File: src/design/lpodc_pkg.sv
// Constants for the front-panel object display controller
package lpodc_pkg;

  // ----------------------------------------------------------------
  // Register byte offsets
  // ----------------------------------------------------------------
  localparam logic [7:0] OFS_CTRL      = 8'h00;
  localparam logic [7:0] OFS_MAIN_ADDR = 8'h04;
  localparam logic [7:0] OFS_BUS_ADDR  = 8'h08;
  localparam logic [7:0] OFS_DCS       = 8'h0c;
  localparam logic [7:0] OFS_IDX       = 8'h10;
  localparam logic [7:0] OFS_FIRST     = 8'h14;
  localparam logic [7:0] OFS_STAT      = 8'h18;
  localparam logic [1:0] TBL_PAGE      = 2'h1;

  // ----------------------------------------------------------------
  // Control register bits
  // ----------------------------------------------------------------
  localparam int CB_MAIN_EN  = 0;
  localparam int CB_BUS_EN   = 1;
  localparam int CB_BAT_INH  = 2;
  localparam int CB_WORD_EN  = 3;
  localparam logic [3:0] CTRL_RST = 4'h0;

  // ----------------------------------------------------------------
  // Display control/status word fields
  // ----------------------------------------------------------------
  localparam int DCS_HEX  = 4;
  localparam int DCS_DOWN = 5;
  localparam int DCS_LO   = 6;
  localparam int DCS_HI   = 7;
  localparam int DCS_ERR  = 15;
  localparam logic [15:0] DCS_RST   = 16'h00d0;
  localparam logic [15:0] IDX_RST   = 16'h0f00;
  localparam logic [15:0] FIRST_RST = 16'h0000;
  localparam logic [15:0] MAIN_ADDR_RST = 16'h001a;
  localparam logic [15:0] BUS_ADDR_RST  = 16'h001b;
  localparam logic [1:0]  BYTE_LO  = 2'h1;
  localparam logic [1:0]  BYTE_HI  = 2'h2;
  localparam logic [1:0]  BYTE_ALT = 2'h3;
  localparam logic [1:0]  BYTE_BAD = 2'h0;

  // ----------------------------------------------------------------
  // Object type codes and bit group limits
  // ----------------------------------------------------------------
  localparam logic [3:0] OBJ_IWORD = 4'h0;
  localparam logic [3:0] OBJ_SWORD = 4'h1;
  localparam logic [3:0] OBJ_KWORD = 4'h2;
  localparam logic [3:0] OBJ_IBIT  = 4'h8;
  localparam logic [3:0] OBJ_SBIT  = 4'h9;
  localparam logic [3:0] OBJ_XBIT  = 4'ha;
  localparam logic [3:0] OBJ_RIO   = 4'hb;
  localparam logic [7:0] IBIT_LAST = 8'h03;
  localparam logic [7:0] SBIT_LAST = 8'h01;
  localparam logic [7:0] XBIT_LAST = 8'h01;
  localparam logic [8:0] TBL_LAST  = 9'h00f;

  // ----------------------------------------------------------------
  // Bus and timing
  // ----------------------------------------------------------------
  localparam logic [2:0] SZ_WORD = 3'h2;
  localparam int ALT_TIME_MS = 2;
  localparam int ALT_TIME_S  = ALT_TIME_MS;
  localparam int CLK_MHZ     = 200;
  localparam int ALT_CYCLES_DFLT = ALT_TIME_S * 1000 * 1000 * CLK_MHZ / 1000 * 1000;

  typedef enum logic [1:0] {
    PH_LOW  = 2'b01,
    PH_HIGH = 2'b10
  } lpodc_phase_t;

endpackage : lpodc_pkg

File: src/design/lpodc_top.sv
// Front-panel object display controller with AHB-Lite register slave
//
// Implementation choices: the AHB-Lite interface to the registers and the address map.
`timescale 1ns/1ps
`default_nettype none

module lpodc_top
  import lpodc_pkg::*;
#(
  parameter int unsigned ALT_CYCLES = ALT_CYCLES_DFLT
) (
  // Clock and reset
  input  wire  logic        mclk,
  input  wire  logic        arst_n,
  // AHB-Lite slave
  input  wire  logic        hsel,
  input  wire  logic [31:0] haddr,
  input  wire  logic [1:0]  htrans,
  input  wire  logic        hwrite,
  input  wire  logic [2:0]  hsize,
  input  wire  logic [31:0] hwdata,
  input  wire  logic        hready,
  output var   logic        hreadyout,
  output var   logic [31:0] hrdata,
  output var   logic        hresp,
  // Buttons, inputs and battery
  input  wire  logic        mainButton,
  input  wire  logic        busmodButton,
  input  wire  logic [255:0] discreteIn,
  input  wire  logic        batteryFault,
  // LEDs and events
  output var   logic        batteryLed,
  output var   logic        wordModeLed,
  output var   logic [31:0] panel0,
  output var   logic [31:0] panel1,
  output var   logic [31:0] panel2,
  output var   logic        busmodStep,
  output var   logic [15:0] objWordAddr
);

  // ----------------------------------------------------------------
  // Reset release
  // ----------------------------------------------------------------
  logic rstMeta_r;
  logic rstN_r;

  always_ff @(posedge mclk or negedge arst_n) begin
    if (!arst_n) begin
      rstMeta_r <= 1'b0;
      rstN_r    <= 1'b0;
    end else begin
      rstMeta_r <= 1'b1;
      rstN_r    <= rstMeta_r;
    end
  end

  // ----------------------------------------------------------------
  // Functions
  // ----------------------------------------------------------------
  function automatic logic [7:0] objLimit(input logic [3:0] t, input logic [7:0] mx);
    unique case (t)
      OBJ_IBIT: return IBIT_LAST;
      OBJ_SBIT: return SBIT_LAST;
      OBJ_XBIT: return XBIT_LAST;
      default:  return mx;
    endcase
  endfunction : objLimit

  function automatic logic [7:0] wrapAdd(input logic [7:0] s0, input logic [1:0] k,
                                         input logic [7:0] mx);
    logic [7:0] s;
    s = s0;
    for (int i = 0; i < 3; i++) begin
      if (i < int'(k)) begin
        s = (s >= mx) ? 8'h00 : s + 8'h01;
      end
    end
    return s;
  endfunction : wrapAdd

  // ----------------------------------------------------------------
  // Bus slave
  // ----------------------------------------------------------------
  logic [3:0]  ctrl_r;
  logic [15:0] mainAddr_r;
  logic [15:0] busAddr_r;
  logic [15:0] dcs_r;
  logic [7:0]  cur_r;
  logic [7:0]  max_r;
  logic [15:0] first_r;
  logic        errFlag_r;
  logic [15:0] tbl_r [16];
  logic        wrPend_r;
  logic [7:0]  wrAddr_r;
  logic [31:0] rdVal;
  logic        addrPh;

  function automatic logic wrHit(input logic [7:0] ofs);
    return wrPend_r && (wrAddr_r == ofs);
  endfunction : wrHit

  assign addrPh = hsel && htrans[1] && hready;

  always_ff @(posedge mclk or negedge rstN_r) begin
    if (!rstN_r) begin
      wrPend_r  <= 1'b0;
      wrAddr_r  <= 8'h00;
      hrdata    <= 32'h0000_0000;
      hreadyout <= 1'b1;
      hresp     <= 1'b0;
    end else begin
      wrPend_r  <= addrPh && hwrite && (hsize == SZ_WORD) && (haddr[31:8] == 24'h00_0000);
      wrAddr_r  <= haddr[7:0];
      hrdata    <= (addrPh && !hwrite) ? rdVal : 32'h0000_0000;
      hreadyout <= 1'b1;
      hresp     <= 1'b0;
    end
  end

  // Unmapped addresses read as zero
  always_comb begin
    rdVal = 32'h0000_0000;
    if (haddr[31:8] == 24'h00_0000) begin
      if (haddr[7:6] == TBL_PAGE) begin
        rdVal = {16'h0000, tbl_r[haddr[5:2]]};
      end else begin
        unique case (haddr[7:0])
          OFS_CTRL:      rdVal = {28'h000_0000, ctrl_r};
          OFS_MAIN_ADDR: rdVal = {16'h0000, mainAddr_r};
          OFS_BUS_ADDR:  rdVal = {16'h0000, busAddr_r};
          OFS_DCS:       rdVal = {16'h0000, errFlag_r, dcs_r[14:0]};
          OFS_IDX:       rdVal = {16'h0000, max_r, cur_r};
          OFS_FIRST:     rdVal = {16'h0000, first_r};
          OFS_STAT:      rdVal = {30'h0000_0000, batteryFault, ctrl_r[CB_WORD_EN]};
          default:       rdVal = 32'h0000_0000;
        endcase
      end
    end
  end

  // ----------------------------------------------------------------
  // Configuration registers
  // ----------------------------------------------------------------
  always_ff @(posedge mclk or negedge rstN_r) begin
    if (!rstN_r) begin
      ctrl_r     <= CTRL_RST;
      mainAddr_r <= MAIN_ADDR_RST;
      busAddr_r  <= BUS_ADDR_RST;
      dcs_r      <= DCS_RST;
      first_r    <= FIRST_RST;
    end else begin
      if (wrHit(OFS_CTRL))      ctrl_r     <= hwdata[3:0];
      if (wrHit(OFS_MAIN_ADDR)) mainAddr_r <= hwdata[15:0];
      if (wrHit(OFS_BUS_ADDR))  busAddr_r  <= hwdata[15:0];
      if (wrHit(OFS_DCS))       dcs_r      <= hwdata[15:0];
      if (wrHit(OFS_FIRST))     first_r    <= hwdata[15:0];
    end
  end

  always_ff @(posedge mclk) begin
    if (wrPend_r && (wrAddr_r[7:6] == TBL_PAGE)) begin
      tbl_r[wrAddr_r[5:2]] <= hwdata[15:0];
    end
  end

  // ----------------------------------------------------------------
  // Push sources and step events
  // ----------------------------------------------------------------
  logic mainSrc;
  logic busSrc;
  logic mainLvl_r;
  logic busLvl_r;
  logic mainStep;

  assign mainSrc = ctrl_r[CB_MAIN_EN] ? discreteIn[mainAddr_r[7:0]] : mainButton;
  assign busSrc  = ctrl_r[CB_BUS_EN] ? discreteIn[busAddr_r[7:0]] : busmodButton;
  assign mainStep = mainSrc && !mainLvl_r;

  always_ff @(posedge mclk or negedge rstN_r) begin
    if (!rstN_r) begin
      mainLvl_r  <= 1'b0;
      busLvl_r   <= 1'b0;
      busmodStep <= 1'b0;
    end else begin
      mainLvl_r  <= mainSrc;
      busLvl_r   <= busSrc;
      busmodStep <= busSrc && !busLvl_r;
    end
  end

  // ----------------------------------------------------------------
  // Index word
  // ----------------------------------------------------------------
  logic [7:0] limit;
  logic [7:0] stepIdx;
  logic       wordEn;

  assign wordEn = ctrl_r[CB_WORD_EN];
  assign limit  = objLimit(dcs_r[3:0], max_r);
  assign stepIdx = dcs_r[DCS_DOWN] ? ((cur_r == 8'h00) ? limit : cur_r - 8'h01)
                                   : ((cur_r >= limit) ? 8'h00 : cur_r + 8'h01);

  // Software write wins over a coincident press
  always_ff @(posedge mclk or negedge rstN_r) begin
    if (!rstN_r) begin
      cur_r <= IDX_RST[7:0];
      max_r <= IDX_RST[15:8];
    end else if (wrHit(OFS_IDX)) begin
      cur_r <= hwdata[7:0];
      max_r <= hwdata[15:8];
    end else if (wordEn && mainStep) begin
      cur_r <= stepIdx;
    end
  end

  // ----------------------------------------------------------------
  // Error detection
  // ----------------------------------------------------------------
  logic badType;
  logic errNow;

  assign badType = !(dcs_r[3:0] inside {OBJ_IWORD, OBJ_SWORD, OBJ_KWORD, OBJ_IBIT,
                                         OBJ_SBIT, OBJ_XBIT, OBJ_RIO});
  assign errNow = (dcs_r[DCS_HI:DCS_LO] == BYTE_BAD)
               || (dcs_r[DCS_HEX] && dcs_r[3])
               || (!dcs_r[3] && ({1'b0, first_r[7:0]} + {1'b0, max_r} > TBL_LAST))
               || badType;

  always_ff @(posedge mclk or negedge rstN_r) begin
    if (!rstN_r) errFlag_r <= 1'b0;
    else         errFlag_r <= errNow;
  end

  // ----------------------------------------------------------------
  // Hex byte alternation
  // ----------------------------------------------------------------
  logic [31:0]  altCnt_r;
  lpodc_phase_t phase_r;
  logic         altOn;

  assign altOn = wordEn && dcs_r[DCS_HEX] && (dcs_r[DCS_HI:DCS_LO] == BYTE_ALT);

  // Phase restarts on the low byte whenever alternation is off
  always_ff @(posedge mclk or negedge rstN_r) begin
    if (!rstN_r) begin
      altCnt_r <= 32'h0000_0000;
      phase_r  <= PH_LOW;
    end else if (!altOn) begin
      altCnt_r <= 32'h0000_0000;
      phase_r  <= PH_LOW;
    end else if (altCnt_r >= ALT_CYCLES - 1) begin
      altCnt_r <= 32'h0000_0000;
      unique case (phase_r)
        PH_LOW:  phase_r <= PH_HIGH;
        PH_HIGH: phase_r <= PH_LOW;
      endcase
    end else begin
      altCnt_r <= altCnt_r + 32'h0000_0001;
    end
  end

  // ----------------------------------------------------------------
  // Panel content
  // ----------------------------------------------------------------
  logic [15:0] win [4];
  logic [7:0]  shownByte;
  logic        showHigh;
  logic [31:0] p0Nxt;
  logic [31:0] p1Nxt;
  logic [31:0] p2Nxt;

  always_comb begin
    for (int k = 0; k < 4; k++) begin
      if (dcs_r[3]) begin
        win[k] = tbl_r[{cur_r[1:0], 2'(k)}];
      end else begin
        win[k] = tbl_r[4'(first_r[3:0] + wrapAdd(cur_r, 2'(k), max_r))];
      end
    end
  end

  assign showHigh  = (dcs_r[DCS_HI:DCS_LO] == BYTE_HI) || (altOn && phase_r == PH_HIGH);
  assign shownByte = showHigh ? win[0][15:8] : win[0][7:0];

  always_comb begin
    if (dcs_r[DCS_HEX] && !dcs_r[3]) begin
      p0Nxt = {28'h000_0000, shownByte[7:4]};
      p1Nxt = {28'h000_0000, shownByte[3:0]};
    end else begin
      p0Nxt = {win[1], win[0]};
      p1Nxt = {win[3], win[2]};
    end
    p2Nxt = {8'h00, cur_r, 16'h0000};
    if (errFlag_r) begin
      p0Nxt[15:0] = 16'hffff;
    end
  end

  always_ff @(posedge mclk or negedge rstN_r) begin
    if (!rstN_r) begin
      panel0      <= 32'h0000_0000;
      panel1      <= 32'h0000_0000;
      panel2      <= 32'h0000_0000;
      objWordAddr <= 16'h0000;
    end else if (wordEn) begin
      panel0      <= p0Nxt;
      panel1      <= p1Nxt;
      panel2      <= p2Nxt;
      objWordAddr <= first_r + {8'h00, cur_r};
    end else begin
      panel0      <= 32'h0000_0000;
      panel1      <= 32'h0000_0000;
      panel2      <= 32'h0000_0000;
      objWordAddr <= 16'h0000;
    end
  end

  // ----------------------------------------------------------------
  // Status LEDs
  // ----------------------------------------------------------------
  always_ff @(posedge mclk or negedge rstN_r) begin
    if (!rstN_r) begin
      batteryLed  <= 1'b0;
      wordModeLed <= 1'b0;
    end else begin
      batteryLed  <= batteryFault && !ctrl_r[CB_BAT_INH];
      wordModeLed <= wordEn;
    end
  end
endmodule : lpodc_top

`default_nettype wire

File: config.mk
export PLATFORM = sky130hd
export DESIGN_NAME = lpodc_top
export DESIGN_NICKNAME = d
export VERILOG_FILES = /design/src/design/lpodc_pkg.sv /design/src/design/lpodc_top.sv
export SDC_FILE = /design/constraint.sdc
export NUM_CORES = 1
export LEC_CHECK = 0
export BUFFER_PORTS_ARGS = -buffer_cell sky130_fd_sc_hd__buf_2
export CORE_UTILIZATION = 49
export CTS_CLUSTER_DIAMETER = 120
export DETAILED_ROUTE_END_ITERATION = 10
export GPL_TIMING_DRIVEN = 0
export PLACE_DENSITY = 0.75
export SYNTH_ARGS = -nofsm -noshare
export SYNTH_HDL_FRONTEND = slang
export SYNTH_SLANG_ARGS = --single-unit
File: constraint.sdc
create_clock -name mclk -period 19.25 [get_ports mclk]
set_clock_uncertainty 0.15 [all_clocks]
set_input_delay 2.8875 -clock mclk [delete_from_list [all_inputs] [get_ports mclk]]
set_output_delay 2.8875 -clock mclk [all_outputs]
set_load 0.02 [all_outputs]
# Yosys cells after proc, flatten, opt, wreduce, memory -nomap -nowiden
# Memories as Yosys holds them, arrays and structs flattened.
# Cells that the tools add are included.
# word_totals
ff_bits	278
ramBits	256
inputBits	333
output_inout_bits	149
wordCells	152
n_memories	1
# memory_table
name	depth	word_bits	read_ports	rd_ports_with_merged_regs	wr	line	source
tbl_r	16	16	9	0	1	lpodc_top.sv:92	logic [15:0] tbl_r [16];
# op_classes
add_sub_neg	11
n_lt_le_gt_ge	8
n_eq_ne	25
n_mux	41
n_reduce_logical	42
# ops
cell	count
$mux W32	7
$mux W16	8
$pmux W16 S7	1
$mux W8	10
$eq A8 B5 Y1 const B	5
$add A32 B1 Y32 const B	1
$eq A8 B4 Y1 const B	4
$ge A32 B29 Y1 const B	1
$ge A8 B8 Y1	4
$logic_not A24 Y1	1
$logic_not A8 Y1	3
$mux W24	1
$logic_and A1 B1 Y1	23
$lt A8 B9 Y1 const B	2
$add A16 B8 Y16	1
$add A4 B4 Y4	4
$add A8 B1 Y8 const B	2
$bmux W1 S8	2
$eq A4 B4 Y1 const B	4
$eq A8 B3 Y1 const B	2
$pmux W8 S2	1
$add A8 B8 Y9	1
$gt A9 B4 Y1 const B	1
$mux W4	2
other kinds (18)	36

# Depth between registers and ports, before layout
# An unclocked memory read counts as a cell.
# logic_depth
depth_word	14
ltp_mapped	34
depth_no_buf	30

# Worst setup path before layout
# No wires, ideal clock.
# synth_timing
kind	register to register
startpoint	register cur_r[0]
endpoint	register panel1[31]
setup_ns	0.129
arrival_time_ns	6.975
t_required_ns	18.971
setup_slack_ns	11.996
path_stages_with_launch	33
path_buffers	5
period_less_slack_ns	7.254
cell_sequence	dfrtp_1 > clkbuf_1 > inv_1 > ha_1 > nand2b_1 > a2111o_1 > a31oi_1 > o21ai_0 > clkbuf_1 > nor2_1 > inv_1 > ha_1 > nand2b_1 > o2111a_1 > a221oi_1 > o21ai_0 > nor2_1 > inv_1 > ha_1 > nand2b_1 > a21oi_1 > nor2b_1 > o21ai_0 > a31oi_1 > nor2_1 > ha_1 > clkbuf_1 > buf_2 > buf_1 > mux4_2 > and3_1 > o21ai_0 > nand3_1
# synth_via
elab_chain_len	14
elab_cells_between_ends	17
classes_between	add/sub (4); order compare (3); mux (9); memory (1)
# synth_lines
element	line	source
start: declaration	lpodc_top.sv:88	logic [7:0] cur_r;
start signal: assignment	lpodc_top.sv:206	cur_r <= IDX_RST[7:0];
start signal: assignment	lpodc_top.sv:209	cur_r <= hwdata[7:0];
start signal: assignment	lpodc_top.sv:212	cur_r <= stepIdx;
$add A8 B1 Y8 or $ge A8 B8 Y1 (tied branches)	lpodc_top.sv:75	s = (s >= mx) ? 8'h00 : s + 8'h01;
$mux W8	lpodc_top.sv:75	
$mux W8	--	
$add A8 B1 Y8 or $ge A8 B8 Y1 (tied branches)	lpodc_top.sv:75	
$mux W8	lpodc_top.sv:75	
$mux W8	--	
$ge A8 B8 Y1 or $add A4 B1 Y4 (tied branches)	lpodc_top.sv:75	
$mux W4	lpodc_top.sv:75	
$mux W4	lpodc_top.sv:274	if (dcs_r[3]) begin
$add A4 B4 Y4	lpodc_top.sv:277	win[k] = tbl_r[4'(first_r[3:0] + wrapAdd(cur_r, 2'(k), max_r))];
$mem_v2 Z16 W16 (*)	--	
$mux W16 (*)	lpodc_top.sv:274	
$mux W32 (*)	lpodc_top.sv:286	if (dcs_r[DCS_HEX] && !dcs_r[3]) begin
$mux W32 (*)	lpodc_top.sv:305	end else if (wordEn) begin
end signal: assignment	lpodc_top.sv:307	panel1 <= p1Nxt;
end: declaration	lpodc_top.sv:35	output var logic [31:0] panel1,
# Every way passes the cells marked *; elsewhere a longest branch is shown, timed or not. The select of a mux whose other input is x is not followed.
# A chain may end at the register's enable or synchronous reset.

# Worst setup path in the final report
# layout_timing
startpoint	register cur_r[1]
endpoint	register panel1[19]
# The elaborated chain is that of the path after synthesis.

==> impl_metrics.env <==
export IMPL_synth_async_reset_ratio=0.482
export IMPL_dp_hpwl_um=125000
export IMPL_crit_top_cell="clkbuf_1"
export IMPL_dp_slack_ns=8.54
export IMPL_relSlewSlack=-0.111
export IMPL_top_level_ports=482
export IMPL_fp_row_count=98
export IMPL_fillers=5735
export IMPL_cellPowerDensity_nw_per_um2=56.5
export IMPL_period_needed_ns=11.44
export IMPL_crit_required_ns=19.57
export IMPL_use_met3=0.202
export IMPL_setup_tns_ns=0
export IMPL_hold_violations=0
export IMPL_rsz0062_at_grt="no"
export IMPL_initial_utilization=0.498
export IMPL_cp_arrival_ns=11.77
export IMPL_cts_sinks=494
export IMPL_track_usage=0.470
export IMPL_power_switching_uw=573
export IMPL_power_uw=2360
export IMPL_ys_types=71
export IMPL_grt_pass1_vias=30500
export IMPL_clkPwrFrac=0.451
export IMPL_met2_usage=0.678
export IMPL_drv_slew=66
export IMPL_synth_edf_count=256
export IMPL_slowest_stage="clkbuf_1"
export IMPL_maxCapViolations=8
export IMPL_wire_per_inst_um=43.1
export IMPL_drive_gt1_frac=0.438
export IMPL_nNetsFinal=3430
export IMPL_max_freq_mhz=87.4
export IMPL_reg2reg_setup_slack_ns=7.81
export IMPL_drc=0
export IMPL_critPathKind="flop to flop"
export IMPL_outcome="finished with violations"
export IMPL_setup_slack_ns=7.81
export IMPL_port_buffers=422
export IMPL_syn_area_per_cell_um2=14.4
export IMPL_ant_nets=0
export IMPL_fin_util=0.581
export IMPL_violations="capacitance limit, slew limit"
export IMPL_slowest_delay_ns=1.14
export IMPL_synth_cells=2477
export IMPL_routed_wl_um=174000
export IMPL_grt_max_degree=73
export IMPL_fp_dieH_um=272
export IMPL_start_kind="flop"
export IMPL_post_cts_buffers=0
export IMPL_seq_area_frac_synth=0.382
export IMPL_busiest_layer="met2"
export IMPL_via_per_inst=7.64
export IMPL_grt_pass1_wl_um=237000
export IMPL_dr_pass1_iters=6
export IMPL_gr_usage_met1=0.569
export IMPL_cts_tree="yes"
export IMPL_routabilityCongestion=1.06
export IMPL_h_tree_depth=2
export IMPL_grt_ovfl_total=0
export IMPL_clkLatencyLatePin_ns=0.66
export IMPL_area_growth_pct=16.7
export IMPL_power_switching_share=0.243
export IMPL_path_max_fanout=10
export IMPL_ctsResizeCount=0
export IMPL_p_leak_uw=0.0163
export IMPL_dieArea_um2=74100
export IMPL_core_area_um2=71900
export IMPL_cts_root_buffer_cell="clkbuf_16"
export IMPL_hp_class="flop to async pin"
export IMPL_p_int_uw=1790
export IMPL_peakVddDrop_mv=0.0783
export IMPL_chipWidth_um=272
export IMPL_clock_path_buffers=3
export IMPL_post_route_period_util=0.594
export IMPL_synth_flop_cell="edfxtp_1"
export IMPL_seq_power_share=0.474
export IMPL_path_clk_slew_ns=0.07
export IMPL_num_vias=30800
export IMPL_endpoint_kind="flop"
export IMPL_drt_iter0_drc=5581
export IMPL_ys_seq_elements=494
export IMPL_cts_hold_buf=0
export IMPL_setup_viol=0
export IMPL_pwr_share_comb=0.074
export IMPL_syn_area_um2=35800
export IMPL_tightestPinTransition_ns=1.67
export IMPL_antenna_found_initial=14
export IMPL_cts_made_buffers=55
export IMPL_yosysWarnings=0
-- worst max-delay path: cells and delay by family (launching register included) --
| family | cells | cell delay (ns) |
|---|---|---|
| buf+inv | 7 | 5.79 |
| simple gates | 8 | 1.22 |
| xor+xnor | 1 | 0.16 |
| fa+ha+maj | 4 | 1.51 |
| flops | 1 | 0.51 |
| compound gates | 5 | 1.45 |
| mux | 1 | 0.43 |
-- flip-flops by register name, indices dropped and copies added (netlist names), 2 cells and up --
signal / cells
hrdata: 16
first_r: 16
objWordAddr: 16
panel1: 32
mainAddr_r: 16
panel0: 32
ctrl_r: 4
busAddr_r: 16
panel2: 8
dcs_r: 15
altCnt_r: 32
wrAddr_r: 8
phase_r: 2
tbl_r: 256
max_r: 8
cur_r: 8
-- path summary, 6_finish.rpt --
check	end	from	cells after the start
max in group asynchronous	rstN_r	arst_n	1
min reg2reg	panel0[8]	rstN_r	0
max reg2reg	panel1[19]	cur_r[1]	26
max	panel1[19]	cur_r[1]	26
min in group mclk	rstN_r	rstMeta_r	0
min	panel0[8]	rstN_r	0
-- synthesized netlist by cell type (15+ instances only) --
| cell type | count | area [µm²] |
|---|---|---|
| clkbuf_1 | 148 | 556 |
| nor3_1 | 28 | 140 |
| a311o_1 | 15 | 150 |
| inv_1 | 65 | 244 |
| buf_4 | 48 | 360 |
| dfstp_2 | 15 | 394 |
| o21ai_0 | 46 | 230 |
| mux4_2 | 576 | 13000 |
| nand2_1 | 152 | 571 |
| o211a_1 | 24 | 240 |
| a221oi_1 | 23 | 201 |
| nor2_1 | 116 | 435 |
| nand2b_1 | 17 | 106 |
| nor4_1 | 15 | 93.8 |
| xnor2_1 | 39 | 342 |
| o2111ai_1 | 16 | 140 |
| buf_2 | 21 | 105 |
| a31oi_1 | 18 | 113 |
| and2_1 | 41 | 257 |
| mux2_2 | 83 | 935 |
| buf_1 | 36 | 135 |
| edfxtp_1 | 256 | 7690 |
| dfrtp_1 | 223 | 5580 |
| xor2_1 | 30 | 263 |
| ha_1 | 62 | 776 |
| a21oi_1 | 56 | 280 |
| a22oi_1 | 15 | 113 |
| mux2i_1 | 71 | 711 |
| nand3_1 | 58 | 290 |
-- layout make-up --
cell class,count,area [µm²],share of cell area
flip-flops and latches,494,13700,0.327
inverters,66,248,0.00593
plain buffers,259,1270,0.0304
clock inverters,22,135,0.00324
clock buffers,80,1660,0.0397
diodes,9,22.5,0.000539
multi-input cells,1702,20900,0.501
repair buffers,453,2650,0.0634
well taps,950,1190,0.0285
-- power groups by stage --
| stage | sequential [µW] | clock (µW) | combinational (µW) |
|---|---|---|---|
| 2_1_floorplan | 1140 | 0 | 68.9 |
| 3_3_place_gp | 1150 | 0 | 155 |
| 3_5_place_dp | 1140 | 0 | 169 |
| 4_1_cts | 1120 | 1060 | 170 |
| 5_1_grt | 1120 | 1100 | 179 |
| 6_report | 1120 | 1060 | 175 |
-- cells by family (layout without fill, tap and decap cells) --
group / count (synthesis) / after routing / share of synthesized area
flops: 494 / 494 / 0.382
buf+inv: 325 / 880 / 0.0414
mux: 730 / 730 / 0.409
other cells: 2 / 55 / 0.000210
fa+ha+maj: 67 / 67 / 0.0242
xor+xnor: 69 / 69 / 0.0169
compound gates: 308 / 308 / 0.0630
simple gates: 482 / 482 / 0.0636
-- routing by layer --
layer  wire, µm  part of all wire
met4      15200             0.087
met3      27500              0.16
met1      56500              0.32
met2      74500              0.43
met5        165           0.00095
-- cell usage in the layout, fill, tap and decap left out, types with 11 or more instances in the layout --
cell and count:
nor4_1 15, a22oi_1 15, xor2_1 30, ha_1 62, a31oi_1 18, conb_1 46
o21ai_0 46, clkinv_2 11, buf_6 18, a21oi_1 56, nor2b_1 12, o211a_1 24
a221oi_1 23, a311o_1 15, dfrtp_1 222, mux2_2 83, and2_1 41, nand2_1 152
clkbuf_1 141, buf_1 26, mux2i_1 71, clkbuf_2 21, dfstp_2 15, nand2b_1 17
a222oi_1 12, and3_1 11, edfxtp_1 256, nand3_1 58, nor2_4 11, o2111ai_1 16
nor3_1 23, clkbuf_16 60, xnor2_1 36, mux4_2 576, buf_4 49, buf_2 451
nor2_1 105, inv_1 65
-- through the flow --
step,instances,cell area [µm²],hold WS [ns]
after floorplan,2521,35900,0.181
final,4035,41800,0.188
after global routing,4030,41700,0.228
after detailed placement,3921,39900,0.210
after CTS,4023,41700,0.209
after global placement,3893,39200,0.191
(Power assumes the default switching activity.)
